<file path="src/logic/sstsel_consts.vh">
// constants for the sequence state-one trigger selector
`ifndef SSTSEL_CONSTS_VH
`define SSTSEL_CONSTS_VH
// register byte offsets
`define SSTS_ADDR_CTRL 8'h00
`define SSTS_ADDR_NEXT_SEL 8'h04
`define SSTS_ADDR_JUMP_SEL 8'h08
`define SSTS_ADDR_JUMP_TGT 8'h0C
`define SSTS_ADDR_DELAY 8'h10
`define SSTS_ADDR_LO1 8'h14
`define SSTS_ADDR_HI1 8'h18
`define SSTS_ADDR_LO2 8'h1C
`define SSTS_ADDR_HI2 8'h20
`define SSTS_ADDR_STATUS 8'h24
// field positions
`define SSTS_CTRL_RUN_BIT 0
`define SSTS_STAT_STATE_LSB 0
`define SSTS_STAT_DLY_BIT 8
`define SSTS_STAT_NEXT_BIT 9
`define SSTS_STAT_JUMP_BIT 10
`define SSTS_STAT_DIN_LSB 16
// reset values
`define SSTS_RST_SEL 8'h00
`define SSTS_RST_TGT 8'h03
`define SSTS_RST_DELAY 16'h0000
`define SSTS_RST_THR 16'h0000
// sequence states
`define SSTS_ST_STOP 8'h00
`define SSTS_ST_ONE 8'h01
`define SSTS_ST_TWO 8'h02
// delay step 0.1 s in ns, clock period in ns
`define SSTS_STEP_NS 32'h05F5_E100
`define SSTS_CLK_NS 32'h0000_0008
`define SSTS_TICK_CYCLES (`SSTS_STEP_NS / `SSTS_CLK_NS)
// selection codes, two's complement
`define SSTS_SEL_DI5_INV 8'hFB
`define SSTS_SEL_DI4_INV 8'hFC
`define SSTS_SEL_DI3_INV 8'hFD
`define SSTS_SEL_DI2_INV 8'hFE
`define SSTS_SEL_DI1_INV 8'hFF
`define SSTS_SEL_NONE 8'h00
`define SSTS_SEL_DI1 8'h01
`define SSTS_SEL_DI2 8'h02
`define SSTS_SEL_DI3 8'h03
`define SSTS_SEL_DI4 8'h04
`define SSTS_SEL_DI5 8'h05
`define SSTS_SEL_A1_LO1 8'h06
`define SSTS_SEL_A1_HI1 8'h07
`define SSTS_SEL_A2_LO1 8'h08
`define SSTS_SEL_A2_HI1 8'h09
`define SSTS_SEL_AX_LO1 8'h0A
`define SSTS_SEL_A1LO_A2HI1 8'h0B
`define SSTS_SEL_A1LO1_D5 8'h0C
`define SSTS_SEL_A2HI1_D5 8'h0D
`define SSTS_SEL_A1_LO2 8'h0E
`define SSTS_SEL_A1_HI2 8'h0F
`define SSTS_SEL_A2_LO2 8'h10
`define SSTS_SEL_A2_HI2 8'h11
`define SSTS_SEL_AX_LO2 8'h12
`define SSTS_SEL_A1LO_A2HI2 8'h13
`define SSTS_SEL_A1LO2_D5 8'h14
`define SSTS_SEL_A2HI2_D5 8'h15
`define SSTS_SEL_TF1 8'h16
`define SSTS_SEL_TF2 8'h17
`define SSTS_SEL_TF3 8'h18
`define SSTS_SEL_TF4 8'h19
`define SSTS_SEL_DLY 8'h1A
`define SSTS_SEL_DI1_DLY 8'h1B
`define SSTS_SEL_DI2_DLY 8'h1C
`define SSTS_SEL_DI3_DLY 8'h1D
`define SSTS_SEL_DI4_DLY 8'h1E
`define SSTS_SEL_DI5_DLY 8'h1F
`define SSTS_SEL_A1HI1_DLY 8'h20
`define SSTS_SEL_A1LO1_DLY 8'h21
`endif

</file>
<file path="src/logic/sstsel_trigger.v">
// sequence state-one trigger selector with register port
//
// Contract
// - code 0 gives no trigger; with jump also 0 state one holds.
// - codes 1..5 use digital input one..five, high is active.
// - codes -1..-5 use inputs one..five inverted, low is active.
// - code 6 fires when analog one is below first low.
// - code 7 fires when analog one is above first high.
// - codes 8, 9: analog two below first low, above first high.
// - code 10 fires when either analog input is below first low.
// - code 11: analog one below first low and two above high.
// - codes 12, 13: first-pair compare ORed with input five.
// - codes 14..17 repeat single compares on second pair.
// - code 18 fires when either analog is below second low.
// - code 19: analog one below second low, two above high.
// - codes 20, 21: second-pair compare ORed with input five.
// - codes 22..25 use timed function one..four.
// - code 26 fires only when the state delay has elapsed.
// - codes 27..31: input one..five active or delay elapsed.
// - code 32: analog one above first high or delay elapsed.
// - code 33: analog one below first low or delay elapsed.
// - delay 0..6553.5 s in 0.1 s steps gates every exit; clearing program start still leaves state one at once.
// - jump trigger beats next-state trigger when both fire.
//
// Decided for this implementation: strobed register access and the register offsets.
`timescale 1ns/10ps
`include "sstsel_consts.vh"
module sstsel_trigger #(
  parameter AW = 16,
  parameter [31:0] TICK_CYCLES = `SSTS_TICK_CYCLES
) (
  input wire clk_sys, // system clock, 125 MHz
  input wire resetn, // synchronous reset, active low
  input wire [7:0] reg_addr, // register byte address
  input wire [31:0] reg_wdata, // register write data
  input wire reg_wr, // write strobe
  input wire reg_rd, // read strobe
  output reg [31:0] reg_rdata, // read data, cycle after strobe
  input wire digital_input_one, // pin, asynchronous
  input wire digital_input_two, // pin, asynchronous
  input wire digital_input_three, // pin, asynchronous
  input wire digital_input_four, // pin, asynchronous
  input wire digital_input_five, // pin, asynchronous
  input wire [AW-1:0] analog_input_one, // scaled sample
  input wire [AW-1:0] analog_input_two, // scaled sample
  input wire timed_function_one_output, // timed function
  input wire timed_function_two_output, // timed function
  input wire timed_function_three_output, // timed function
  input wire timed_function_four_output, // timed function
  output reg [7:0] seq_state, // current sequence state
  output reg advance_pulse, // one cycle on move to state two
  output reg jump_pulse // one cycle on jump to state n
);
  localparam [7:0] ST_STOP = `SSTS_ST_STOP;
  localparam [7:0] ST_ONE = `SSTS_ST_ONE;
  localparam [7:0] ST_TWO = `SSTS_ST_TWO;

  reg sequence_program_start_r;
  reg [7:0] state_one_next_trigger_select_r;
  reg [7:0] state_one_jump_trigger_select_r;
  reg [7:0] state_one_jump_target_r;
  reg [15:0] state_one_delay_time_r;
  reg [AW-1:0] first_low_threshold_r;
  reg [AW-1:0] first_high_threshold_r;
  reg [AW-1:0] second_low_threshold_r;
  reg [AW-1:0] second_high_threshold_r;
  reg [4:0] din_meta_r;
  reg [4:0] din_sync_r;
  reg [31:0] tick_cnt_r;
  reg step_tick_r;
  reg [15:0] dly_ticks_r;
  reg [7:0] state_nxt;
  reg [31:0] rdata_nxt;
  wire [4:0] din_pins;
  wire [3:0] timed_fn;
  wire in_one;
  wire dly_done;
  wire next_hit;
  wire jump_hit;

  assign din_pins = {digital_input_five, digital_input_four,
    digital_input_three, digital_input_two, digital_input_one};
  assign timed_fn = {timed_function_four_output,
    timed_function_three_output, timed_function_two_output,
    timed_function_one_output};
  assign in_one = (seq_state == ST_ONE);

  // widen a threshold-width value onto the 32-bit read bus
  function [31:0] sstsel_widen;
    input [AW-1:0] val;
    begin
      sstsel_widen = 32'h0000_0000;
      sstsel_widen[AW-1:0] = val;
    end
  endfunction

  // two-stage synchroniser; only the second stage feeds logic
  always @(posedge clk_sys) begin
    if (!resetn) begin
      din_meta_r <= 5'h00;
      din_sync_r <= 5'h00;
    end else begin
      din_meta_r <= din_pins;
      din_sync_r <= din_meta_r;
    end
  end

  // register writes; unmapped addresses are ignored
  always @(posedge clk_sys) begin
    if (!resetn) begin
      sequence_program_start_r <= 1'b0;
      state_one_next_trigger_select_r <= `SSTS_RST_SEL;
      state_one_jump_trigger_select_r <= `SSTS_RST_SEL;
      state_one_jump_target_r <= `SSTS_RST_TGT;
      state_one_delay_time_r <= `SSTS_RST_DELAY;
      first_low_threshold_r <= `SSTS_RST_THR;
      first_high_threshold_r <= `SSTS_RST_THR;
      second_low_threshold_r <= `SSTS_RST_THR;
      second_high_threshold_r <= `SSTS_RST_THR;
    end else if (reg_wr) begin
      case (reg_addr)
        `SSTS_ADDR_CTRL: begin
          sequence_program_start_r <= reg_wdata[`SSTS_CTRL_RUN_BIT];
        end
        `SSTS_ADDR_NEXT_SEL: begin
          state_one_next_trigger_select_r <= reg_wdata[7:0];
        end
        `SSTS_ADDR_JUMP_SEL: begin
          state_one_jump_trigger_select_r <= reg_wdata[7:0];
        end
        `SSTS_ADDR_JUMP_TGT: begin
          state_one_jump_target_r <= reg_wdata[7:0];
        end
        `SSTS_ADDR_DELAY: begin
          state_one_delay_time_r <= reg_wdata[15:0];
        end
        `SSTS_ADDR_LO1: begin
          first_low_threshold_r <= reg_wdata[AW-1:0];
        end
        `SSTS_ADDR_HI1: begin
          first_high_threshold_r <= reg_wdata[AW-1:0];
        end
        `SSTS_ADDR_LO2: begin
          second_low_threshold_r <= reg_wdata[AW-1:0];
        end
        `SSTS_ADDR_HI2: begin
          second_high_threshold_r <= reg_wdata[AW-1:0];
        end
        default: begin
        end
      endcase
    end
  end

  // tenth-second step divider
  // restarts on leaving state one so the first step is a full 0.1 s
  always @(posedge clk_sys) begin
    if (!resetn) begin
      tick_cnt_r <= 32'h0000_0000;
      step_tick_r <= 1'b0;
    end else if (!in_one) begin
      tick_cnt_r <= 32'h0000_0000;
      step_tick_r <= 1'b0;
    end else if (tick_cnt_r == TICK_CYCLES - 32'h0000_0001) begin
      tick_cnt_r <= 32'h0000_0000;
      step_tick_r <= 1'b1;
    end else begin
      tick_cnt_r <= tick_cnt_r + 32'h0000_0001;
      step_tick_r <= 1'b0;
    end
  end

  // elapsed steps in state one
  // saturates, so a full-scale delay of 6553.5 s still completes
  always @(posedge clk_sys) begin
    if (!resetn) begin
      dly_ticks_r <= 16'h0000;
    end else if (!in_one) begin
      dly_ticks_r <= 16'h0000;
    end else if (step_tick_r && dly_ticks_r != 16'hFFFF) begin
      dly_ticks_r <= dly_ticks_r + 16'h0001;
    end
  end

  assign dly_done = (dly_ticks_r >= state_one_delay_time_r);

  // both selectors see the same synced inputs each cycle
  sstsel_cond #(
    .AW(AW)
  ) u_next_cond (
    .sel_code(state_one_next_trigger_select_r),
    .din(din_sync_r),
    .ain_one(analog_input_one),
    .ain_two(analog_input_two),
    .lo_one(first_low_threshold_r),
    .hi_one(first_high_threshold_r),
    .lo_two(second_low_threshold_r),
    .hi_two(second_high_threshold_r),
    .timed_fn(timed_fn),
    .dly_done(dly_done),
    .hit(next_hit)
  );

  sstsel_cond #(
    .AW(AW)
  ) u_jump_cond (
    .sel_code(state_one_jump_trigger_select_r),
    .din(din_sync_r),
    .ain_one(analog_input_one),
    .ain_two(analog_input_two),
    .lo_one(first_low_threshold_r),
    .hi_one(first_high_threshold_r),
    .lo_two(second_low_threshold_r),
    .hi_two(second_high_threshold_r),
    .timed_fn(timed_fn),
    .dly_done(dly_done),
    .hit(jump_hit)
  );

  // next state; states past one hold until program start is cleared
  always @* begin
    state_nxt = seq_state;
    case (seq_state)
      ST_STOP: begin
        if (sequence_program_start_r) begin
          state_nxt = ST_ONE;
        end
      end
      ST_ONE: begin
        if (dly_done) begin
          if (jump_hit) begin
            state_nxt = state_one_jump_target_r;
          end else if (next_hit) begin
            state_nxt = ST_TWO;
          end
        end
      end
      default: begin
        state_nxt = seq_state;
      end
    endcase
    // only clearing program start releases a frozen state
    if (!sequence_program_start_r) begin
      state_nxt = ST_STOP;
    end
  end

  // one transition per cycle; a pulse marks each trigger exit from state one
  always @(posedge clk_sys) begin
    if (!resetn) begin
      seq_state <= ST_STOP;
      advance_pulse <= 1'b0;
      jump_pulse <= 1'b0;
    end else begin
      seq_state <= state_nxt;
      advance_pulse <= in_one && sequence_program_start_r &&
        dly_done && !jump_hit && next_hit;
      jump_pulse <= in_one && sequence_program_start_r &&
        dly_done && jump_hit;
    end
  end

  // read mux; unmapped addresses read zero
  always @* begin
    rdata_nxt = 32'h0000_0000;
    case (reg_addr)
      `SSTS_ADDR_CTRL: begin
        rdata_nxt[`SSTS_CTRL_RUN_BIT] = sequence_program_start_r;
      end
      `SSTS_ADDR_NEXT_SEL: begin
        rdata_nxt[7:0] = state_one_next_trigger_select_r;
      end
      `SSTS_ADDR_JUMP_SEL: begin
        rdata_nxt[7:0] = state_one_jump_trigger_select_r;
      end
      `SSTS_ADDR_JUMP_TGT: begin
        rdata_nxt[7:0] = state_one_jump_target_r;
      end
      `SSTS_ADDR_DELAY: begin
        rdata_nxt[15:0] = state_one_delay_time_r;
      end
      `SSTS_ADDR_LO1: rdata_nxt = sstsel_widen(first_low_threshold_r);
      `SSTS_ADDR_HI1: rdata_nxt = sstsel_widen(first_high_threshold_r);
      `SSTS_ADDR_LO2: rdata_nxt = sstsel_widen(second_low_threshold_r);
      `SSTS_ADDR_HI2: rdata_nxt = sstsel_widen(second_high_threshold_r);
      `SSTS_ADDR_STATUS: begin
        rdata_nxt[`SSTS_STAT_STATE_LSB +: 8] = seq_state;
        rdata_nxt[`SSTS_STAT_DLY_BIT] = in_one & dly_done;
        rdata_nxt[`SSTS_STAT_NEXT_BIT] = next_hit;
        rdata_nxt[`SSTS_STAT_JUMP_BIT] = jump_hit;
        rdata_nxt[`SSTS_STAT_DIN_LSB +: 5] = din_sync_r;
      end
      default: begin
        rdata_nxt = 32'h0000_0000;
      end
    endcase
  end

  // read data stand one cycle only, zero otherwise
  always @(posedge clk_sys) begin
    if (!resetn) begin
      reg_rdata <= 32'h0000_0000;
    end else if (reg_rd) begin
      reg_rdata <= rdata_nxt;
    end else begin
      reg_rdata <= 32'h0000_0000;
    end
  end
endmodule // sstsel_trigger

</file>
<file path="src/logic/sstsel_cond.v">
// trigger condition decoder for one selection code
`timescale 1ns/10ps
`include "sstsel_consts.vh"
module sstsel_cond #(
  parameter AW = 16
) (
  input wire [7:0] sel_code, // selection code
  input wire [4:0] din, // synced digital inputs, bit 0 = input one
  input wire [AW-1:0] ain_one, // analog input one
  input wire [AW-1:0] ain_two, // analog input two
  input wire [AW-1:0] lo_one, // first low threshold
  input wire [AW-1:0] hi_one, // first high threshold
  input wire [AW-1:0] lo_two, // second low threshold
  input wire [AW-1:0] hi_two, // second high threshold
  input wire [3:0] timed_fn, // timed function outputs
  input wire dly_done, // state delay elapsed
  output reg hit // selected condition is true
);
  // strict comparisons, values and thresholds share one scale
  wire a1_lo1 = ain_one < lo_one;
  wire a1_hi1 = ain_one > hi_one;
  wire a2_lo1 = ain_two < lo_one;
  wire a2_hi1 = ain_two > hi_one;
  wire a1_lo2 = ain_one < lo_two;
  wire a1_hi2 = ain_one > hi_two;
  wire a2_lo2 = ain_two < lo_two;
  wire a2_hi2 = ain_two > hi_two;

  // code decode; codes 34 and up give no trigger
  always @* begin
    case (sel_code)
      `SSTS_SEL_DI1_INV: hit = ~din[0];
      `SSTS_SEL_DI2_INV: hit = ~din[1];
      `SSTS_SEL_DI3_INV: hit = ~din[2];
      `SSTS_SEL_DI4_INV: hit = ~din[3];
      `SSTS_SEL_DI5_INV: hit = ~din[4];
      `SSTS_SEL_NONE: hit = 1'b0;
      `SSTS_SEL_DI1: hit = din[0];
      `SSTS_SEL_DI2: hit = din[1];
      `SSTS_SEL_DI3: hit = din[2];
      `SSTS_SEL_DI4: hit = din[3];
      `SSTS_SEL_DI5: hit = din[4];
      `SSTS_SEL_A1_LO1: hit = a1_lo1;
      `SSTS_SEL_A1_HI1: hit = a1_hi1;
      `SSTS_SEL_A2_LO1: hit = a2_lo1;
      `SSTS_SEL_A2_HI1: hit = a2_hi1;
      `SSTS_SEL_AX_LO1: hit = a1_lo1 | a2_lo1;
      `SSTS_SEL_A1LO_A2HI1: hit = a1_lo1 & a2_hi1;
      `SSTS_SEL_A1LO1_D5: hit = a1_lo1 | din[4];
      `SSTS_SEL_A2HI1_D5: hit = a2_hi1 | din[4];
      `SSTS_SEL_A1_LO2: hit = a1_lo2;
      `SSTS_SEL_A1_HI2: hit = a1_hi2;
      `SSTS_SEL_A2_LO2: hit = a2_lo2;
      `SSTS_SEL_A2_HI2: hit = a2_hi2;
      `SSTS_SEL_AX_LO2: hit = a1_lo2 | a2_lo2;
      `SSTS_SEL_A1LO_A2HI2: hit = a1_lo2 & a2_hi2;
      `SSTS_SEL_A1LO2_D5: hit = a1_lo2 | din[4];
      `SSTS_SEL_A2HI2_D5: hit = a2_hi2 | din[4];
      `SSTS_SEL_TF1: hit = timed_fn[0];
      `SSTS_SEL_TF2: hit = timed_fn[1];
      `SSTS_SEL_TF3: hit = timed_fn[2];
      `SSTS_SEL_TF4: hit = timed_fn[3];
      `SSTS_SEL_DLY: hit = dly_done;
      `SSTS_SEL_DI1_DLY: hit = din[0] | dly_done;
      `SSTS_SEL_DI2_DLY: hit = din[1] | dly_done;
      `SSTS_SEL_DI3_DLY: hit = din[2] | dly_done;
      `SSTS_SEL_DI4_DLY: hit = din[3] | dly_done;
      `SSTS_SEL_DI5_DLY: hit = din[4] | dly_done;
      `SSTS_SEL_A1HI1_DLY: hit = a1_hi1 | dly_done;
      `SSTS_SEL_A1LO1_DLY: hit = a1_lo1 | dly_done;
      default: hit = 1'b0;
    endcase
  end
endmodule // sstsel_cond

</file>
<file path="config.mk">
export PLATFORM = sky130hd
export DESIGN_NAME = sstsel_trigger
export DESIGN_NICKNAME = d
export VERILOG_FILES = /design/src/logic/sstsel_trigger.v /design/src/logic/sstsel_cond.v
export VERILOG_INCLUDE_DIRS = /design/src /design/src/logic
export SDC_FILE = /design/constraint.sdc
export NUM_CORES = 1
export LEC_CHECK = 0
export ABC_CLOCK_PERIOD_IN_PS = 6200
export BUFFER_PORTS_ARGS = -buffer_cell sky130_fd_sc_hd__buf_2
export CORE_UTILIZATION = 64
export CTS_CLUSTER_DIAMETER = 80
export CTS_CLUSTER_SIZE = 14
export DETAILED_ROUTE_END_ITERATION = 8
export PLACE_DENSITY = 0.93
export SETUP_SLACK_MARGIN = 0.02
export SYNTH_ARGS = -nofsm -noshare
export SYNTH_HDL_FRONTEND = slang
export SYNTH_SLANG_ARGS = --single-unit
</file>
<file path="constraint.sdc">
create_clock -name clk_sys -period 6.2 [get_ports clk_sys]
set_input_delay 1.24 -clock clk_sys [delete_from_list [all_inputs] [get_ports clk_sys]]
set_output_delay 1.24 -clock clk_sys [all_outputs]
set_load 0.01 [all_outputs]
</file>
==> qor.tcl <==
set qor(setup_repair_after_global_routing_missed_its_margin) {false}
set qor(mappedNetlistArea_um2) 12400
set qor(synthMostInstantiatedCell) {sky130_fd_sc_hd__nand2_1}
set qor(dp.cells) 1818
set qor(crit_end) {seq_state[1]}
set qor(critical_path_class) {reg2reg}
set qor(ant_nets) 0
set qor(critical_path_startpoint_category) {flip-flop}
set qor(grt_use_total_pct) 37.8
set qor(clkSinkCount) 195
set qor(cell_types_with_the_highest_counts_after_synthesis) {sky130_fd_sc_hd__nand2_1, sky130_fd_sc_hd__dfxtp_1, sky130_fd_sc_hd__ha_1, sky130_fd_sc_hd__nor2_1, sky130_fd_sc_hd__a21boi_0}
set qor(synth_cell_type_count) 74
set qor(drt_iter0_drc) 1545
set qor(drtPass1Iterations) 9
set qor(area_added_between_synthesis_and_finish_pct) 9.04
set qor(viasPerCell) 6.49
set qor(post_cts_hold_buffer_count) 0
set qor(synthTopCellsByArea) {sky130_fd_sc_hd__dfxtp_1, sky130_fd_sc_hd__ha_1, sky130_fd_sc_hd__nand2_1}
set qor(cp-startpoint) {state_one_delay_time_r[13]}
set qor(final_min_period_over_clock_period_pct) 70.5
set qor(final_net_count) 1804
set qor(worstPathRequired_ns) 6.52
set qor(clock_latency_ns) 0.44
set qor(timing_hold_violations_final) 0
set qor(fin_area_um2) 13500
set qor(asyncSetResetFlopFracSynth_pct) 0
set qor(antenna_cells_inserted) 0
set qor(via_count) 12000
set qor(numCtsBuffers) 17
set qor(antenna_found_initial) 0
set qor(max_freq_mhz) 229
set qor(ys_ff_latch) 195
set qor(die-width_um) 141
set qor(detailed_place.area_um2) 12900
set qor(slew_viol_final) 0
set qor(hold_crit_start) {din_meta_r[0]}
set qor(cts.reportedPaths.clkPinSlew_ns) 0.07
set qor(cts_resized) 0
set qor(finish.cell_count_without_fillers) 1850
set qor(count_of_input_and_output_buffers) 99
set qor(grt_util_met2_pct) 60.3
set qor(grt_start_max_net_pins) 121
set qor(setup-violations-final) 0
set qor(grtUsageMet3_pct) 5.98
set qor(synth_cells) 1529
set qor(p_leak_nw) 4.85
set qor(synthFlopType) {sky130_fd_sc_hd__dfxtp_1}
set qor(clock_tree.htree_level_count) 4
set qor(r2r_slack_ns) 1.83
set qor(hold-worst-slack_ns) 0.442
set qor(place_congestion) 1.01
set qor(root_buffer_master) {sky130_fd_sc_hd__clkbuf_16}
set qor(synth.top_cell.area_share_pct) 31.5
set qor(layout_min_cycle_time_ns) 4.37
set qor(cts_setup_buffers) 0
set qor(dp_hpwl_um) 26900
set qor(fillers) 1368
set qor(max_slew.worst_pin.slew_ns) 1.23
set qor(finalWirelength_um) 37200
set qor(power_density_nw_per_um2) 191
set qor(design.portCount) 127
set qor(synth_top_cell_by_area) {sky130_fd_sc_hd__dfxtp_1}
set qor(core_area_um2) 18800
set qor(drv.max_cap_violation_count) 0
set qor(groute.layer.met1.usage_pct) 49.8
set qor(initial_core_utilization_pct) 65.8
set qor(finalClockSkew_ns) 0.00982
set qor(peakVddDrop_v) 0.000201
set qor(worst-r2r-cell-count) 11
set qor(die_height_um) 141
set qor(grt_overflow) 0
set qor(tritoncts) {done}
set qor(crit_arrival_ns) 4.70
set qor(setup.worst_path.end_class) {flip-flop}
set qor(first_pass_grt_wire_length_um) 58600
set qor(drcViolationCount) 0
set qor(timing.setup.tns_ns) 0
set qor(path_class_of_the_lowest_slack_min_delay_path) {reg2reg}
set qor(final_layout_size_suffix_gt1_share_pct) 9.56
set qor(clk_path_buf_depth) 2
set qor(grt_pass1_vias) 11200
set qor(routed_wire_length_per_instance_um) 20.1
set qor(reg2reg_from) {state_one_delay_time_r[13]}
set qor(worst_r2r_endpoint) {seq_state[1]}
set qor(synth_edf_count) 0
set qor(crit_path_max_fanout) 8
set qor(std_cell_rows) 50
set qor(die-area_um2) 19900
set qor(max_transition_margin_pct) 17.9
set qor(run_status) {finished clean}
set qor(synth_warnings) 0
set qor(syn_area_per_cell_um2) 8.11
set qor(grt.busiest_layer) {met2}
set qor(synth_seq_area_share_pct) 31.5
[placed cells by master (no fill, tap or decap), types with 7 or more instances in the layout]
master | synthesis | final
sky130_fd_sc_hd__nand4_1 | 42 | 42
sky130_fd_sc_hd__nor2_1 | 97 | 97
sky130_fd_sc_hd__nand3_1 | 50 | 50
sky130_fd_sc_hd__mux2i_1 | 18 | 18
sky130_fd_sc_hd__a22o_1 | 8 | 8
sky130_fd_sc_hd__a31oi_1 | 18 | 18
sky130_fd_sc_hd__conb_1 | 1 | 11
sky130_fd_sc_hd__a22oi_1 | 32 | 32
sky130_fd_sc_hd__a21oi_1 | 63 | 63
sky130_fd_sc_hd__or4_1 | 9 | 9
sky130_fd_sc_hd__dfxtp_1 | 195 | 195
sky130_fd_sc_hd__xnor2_1 | 16 | 16
sky130_fd_sc_hd__a21o_1 | 19 | 19
sky130_fd_sc_hd__clkbuf_16 | 0 | 17
sky130_fd_sc_hd__and4_1 | 8 | 8
sky130_fd_sc_hd__a221oi_1 | 10 | 10
sky130_fd_sc_hd__nor3_1 | 22 | 22
sky130_fd_sc_hd__a21boi_0 | 96 | 96
sky130_fd_sc_hd__a211oi_1 | 9 | 9
sky130_fd_sc_hd__and3_1 | 8 | 8
sky130_fd_sc_hd__nand2_1 | 255 | 255
sky130_fd_sc_hd__nor4_1 | 13 | 13
sky130_fd_sc_hd__xor2_1 | 28 | 28
sky130_fd_sc_hd__ha_1 | 142 | 142
sky130_fd_sc_hd__nand2b_1 | 11 | 11
sky130_fd_sc_hd__o211ai_1 | 8 | 8
sky130_fd_sc_hd__o21ai_0 | 34 | 34
sky130_fd_sc_hd__a222oi_1 | 7 | 7
sky130_fd_sc_hd__inv_1 | 92 | 92
sky130_fd_sc_hd__nand3b_1 | 7 | 7
sky130_fd_sc_hd__nor2b_1 | 17 | 17
sky130_fd_sc_hd__and2_1 | 21 | 21
sky130_fd_sc_hd__buf_2 | 3 | 99
sky130_fd_sc_hd__or3_1 | 10 | 10
[worst max-delay path, stage by stage (launching register included)]
cell and delay, ns:
sky130_fd_sc_hd__dfxtp_1 0.37, sky130_fd_sc_hd__inv_1 0.06, sky130_fd_sc_hd__ha_1 0.30, sky130_fd_sc_hd__a21oi_1 0.13
sky130_fd_sc_hd__o21ai_0 0.10, sky130_fd_sc_hd__nor4_2 1.00, sky130_fd_sc_hd__nand3_1 0.49, sky130_fd_sc_hd__a32oi_1 0.31
sky130_fd_sc_hd__o22ai_1 0.12, sky130_fd_sc_hd__a2111oi_2 0.78, sky130_fd_sc_hd__nor3b_2 0.24, sky130_fd_sc_hd__a221o_1 0.34
[cell type report]
| class | instances | area [um^2] | area share (%) |
|---|---|---|---|
| clock buffer | 19 | 453 | 3.35 |
| clock inverter | 13 | 140 | 1.04 |
| inverter | 92 | 345 | 2.56 |
| multi-input combinational | 1166 | 7800 | 57.8 |
| sequential | 195 | 3900 | 28.9 |
| tap | 260 | 325 | 2.41 |
| timing repair buffer | 105 | 541 | 4.00 |
[worst min-delay path by stage]
stage | to | cells after the start
after global routing | din_sync_r[0] | 1
final | din_sync_r[0] | 1
after floorplan | din_sync_r[0] | 1
after CTS | din_sync_r[0] | 1
after detailed placement | din_sync_r[0] | 1
after global placement | din_sync_r[2] | 1
[per-stage QoR]
stage / util [%] / worst slack, ns / power (mW)
2_1_floorplan: - / 2.44 / 1.42
3_3_place_gp: 68.6 / 1.69 / 1.49
3_5_place_dp: 68.6 / 1.64 / 1.49
4_1_cts: 71.8 / 2.07 / 2.56
5_1_grt: 71.8 / 1.87 / 2.65
6_report: 71.8 / 1.83 / 2.57
[cells by family (layout without fill, tap and decap cells)]
family                     Yosys count  in the layout  synth area share, %
and+or+nand+nor                    591            591                 22.7
AOI/OAI and AO/OA                  354            354                 20.2
DFF                                195            195                 31.5
buffers and inverters              178            229                 5.83
adders and majority gates          142            142                 14.3
xor gates and xnor gates            44             44                 3.11
muxes                               24             24                 2.27
other                                1             11               0.0303
[power by group]
part	switching, mW	internal [mW]	total [mW]
clock	0.512	0.591	1.10
combinational	0.127	0.0850	0.212
sequential	0.00438	1.26	1.26
total	0.644	1.93	2.57
[flip-flops by register name, indices dropped and copies added, names as in the netlist, 5 cells and up]
register,cells
tick_cnt_r,32
reg_rdata,21
dly_ticks_r,16
first_high_threshold_r,16
first_low_threshold_r,16
second_high_threshold_r,16
second_low_threshold_r,16
state_one_delay_time_r,16
seq_state,8
state_one_jump_target_r,8
state_one_jump_trigger_select_r,8
state_one_next_trigger_select_r,8
din_meta_r,5
din_sync_r,5
[metal layers]
metal  up-vias  wire, um
li1       5524         -
met2       792     16700
met3       139      3870
met4         0      1720
met1      5548     14800
met5         -         0
Note: power is estimated with default switching activity, not from simulation.
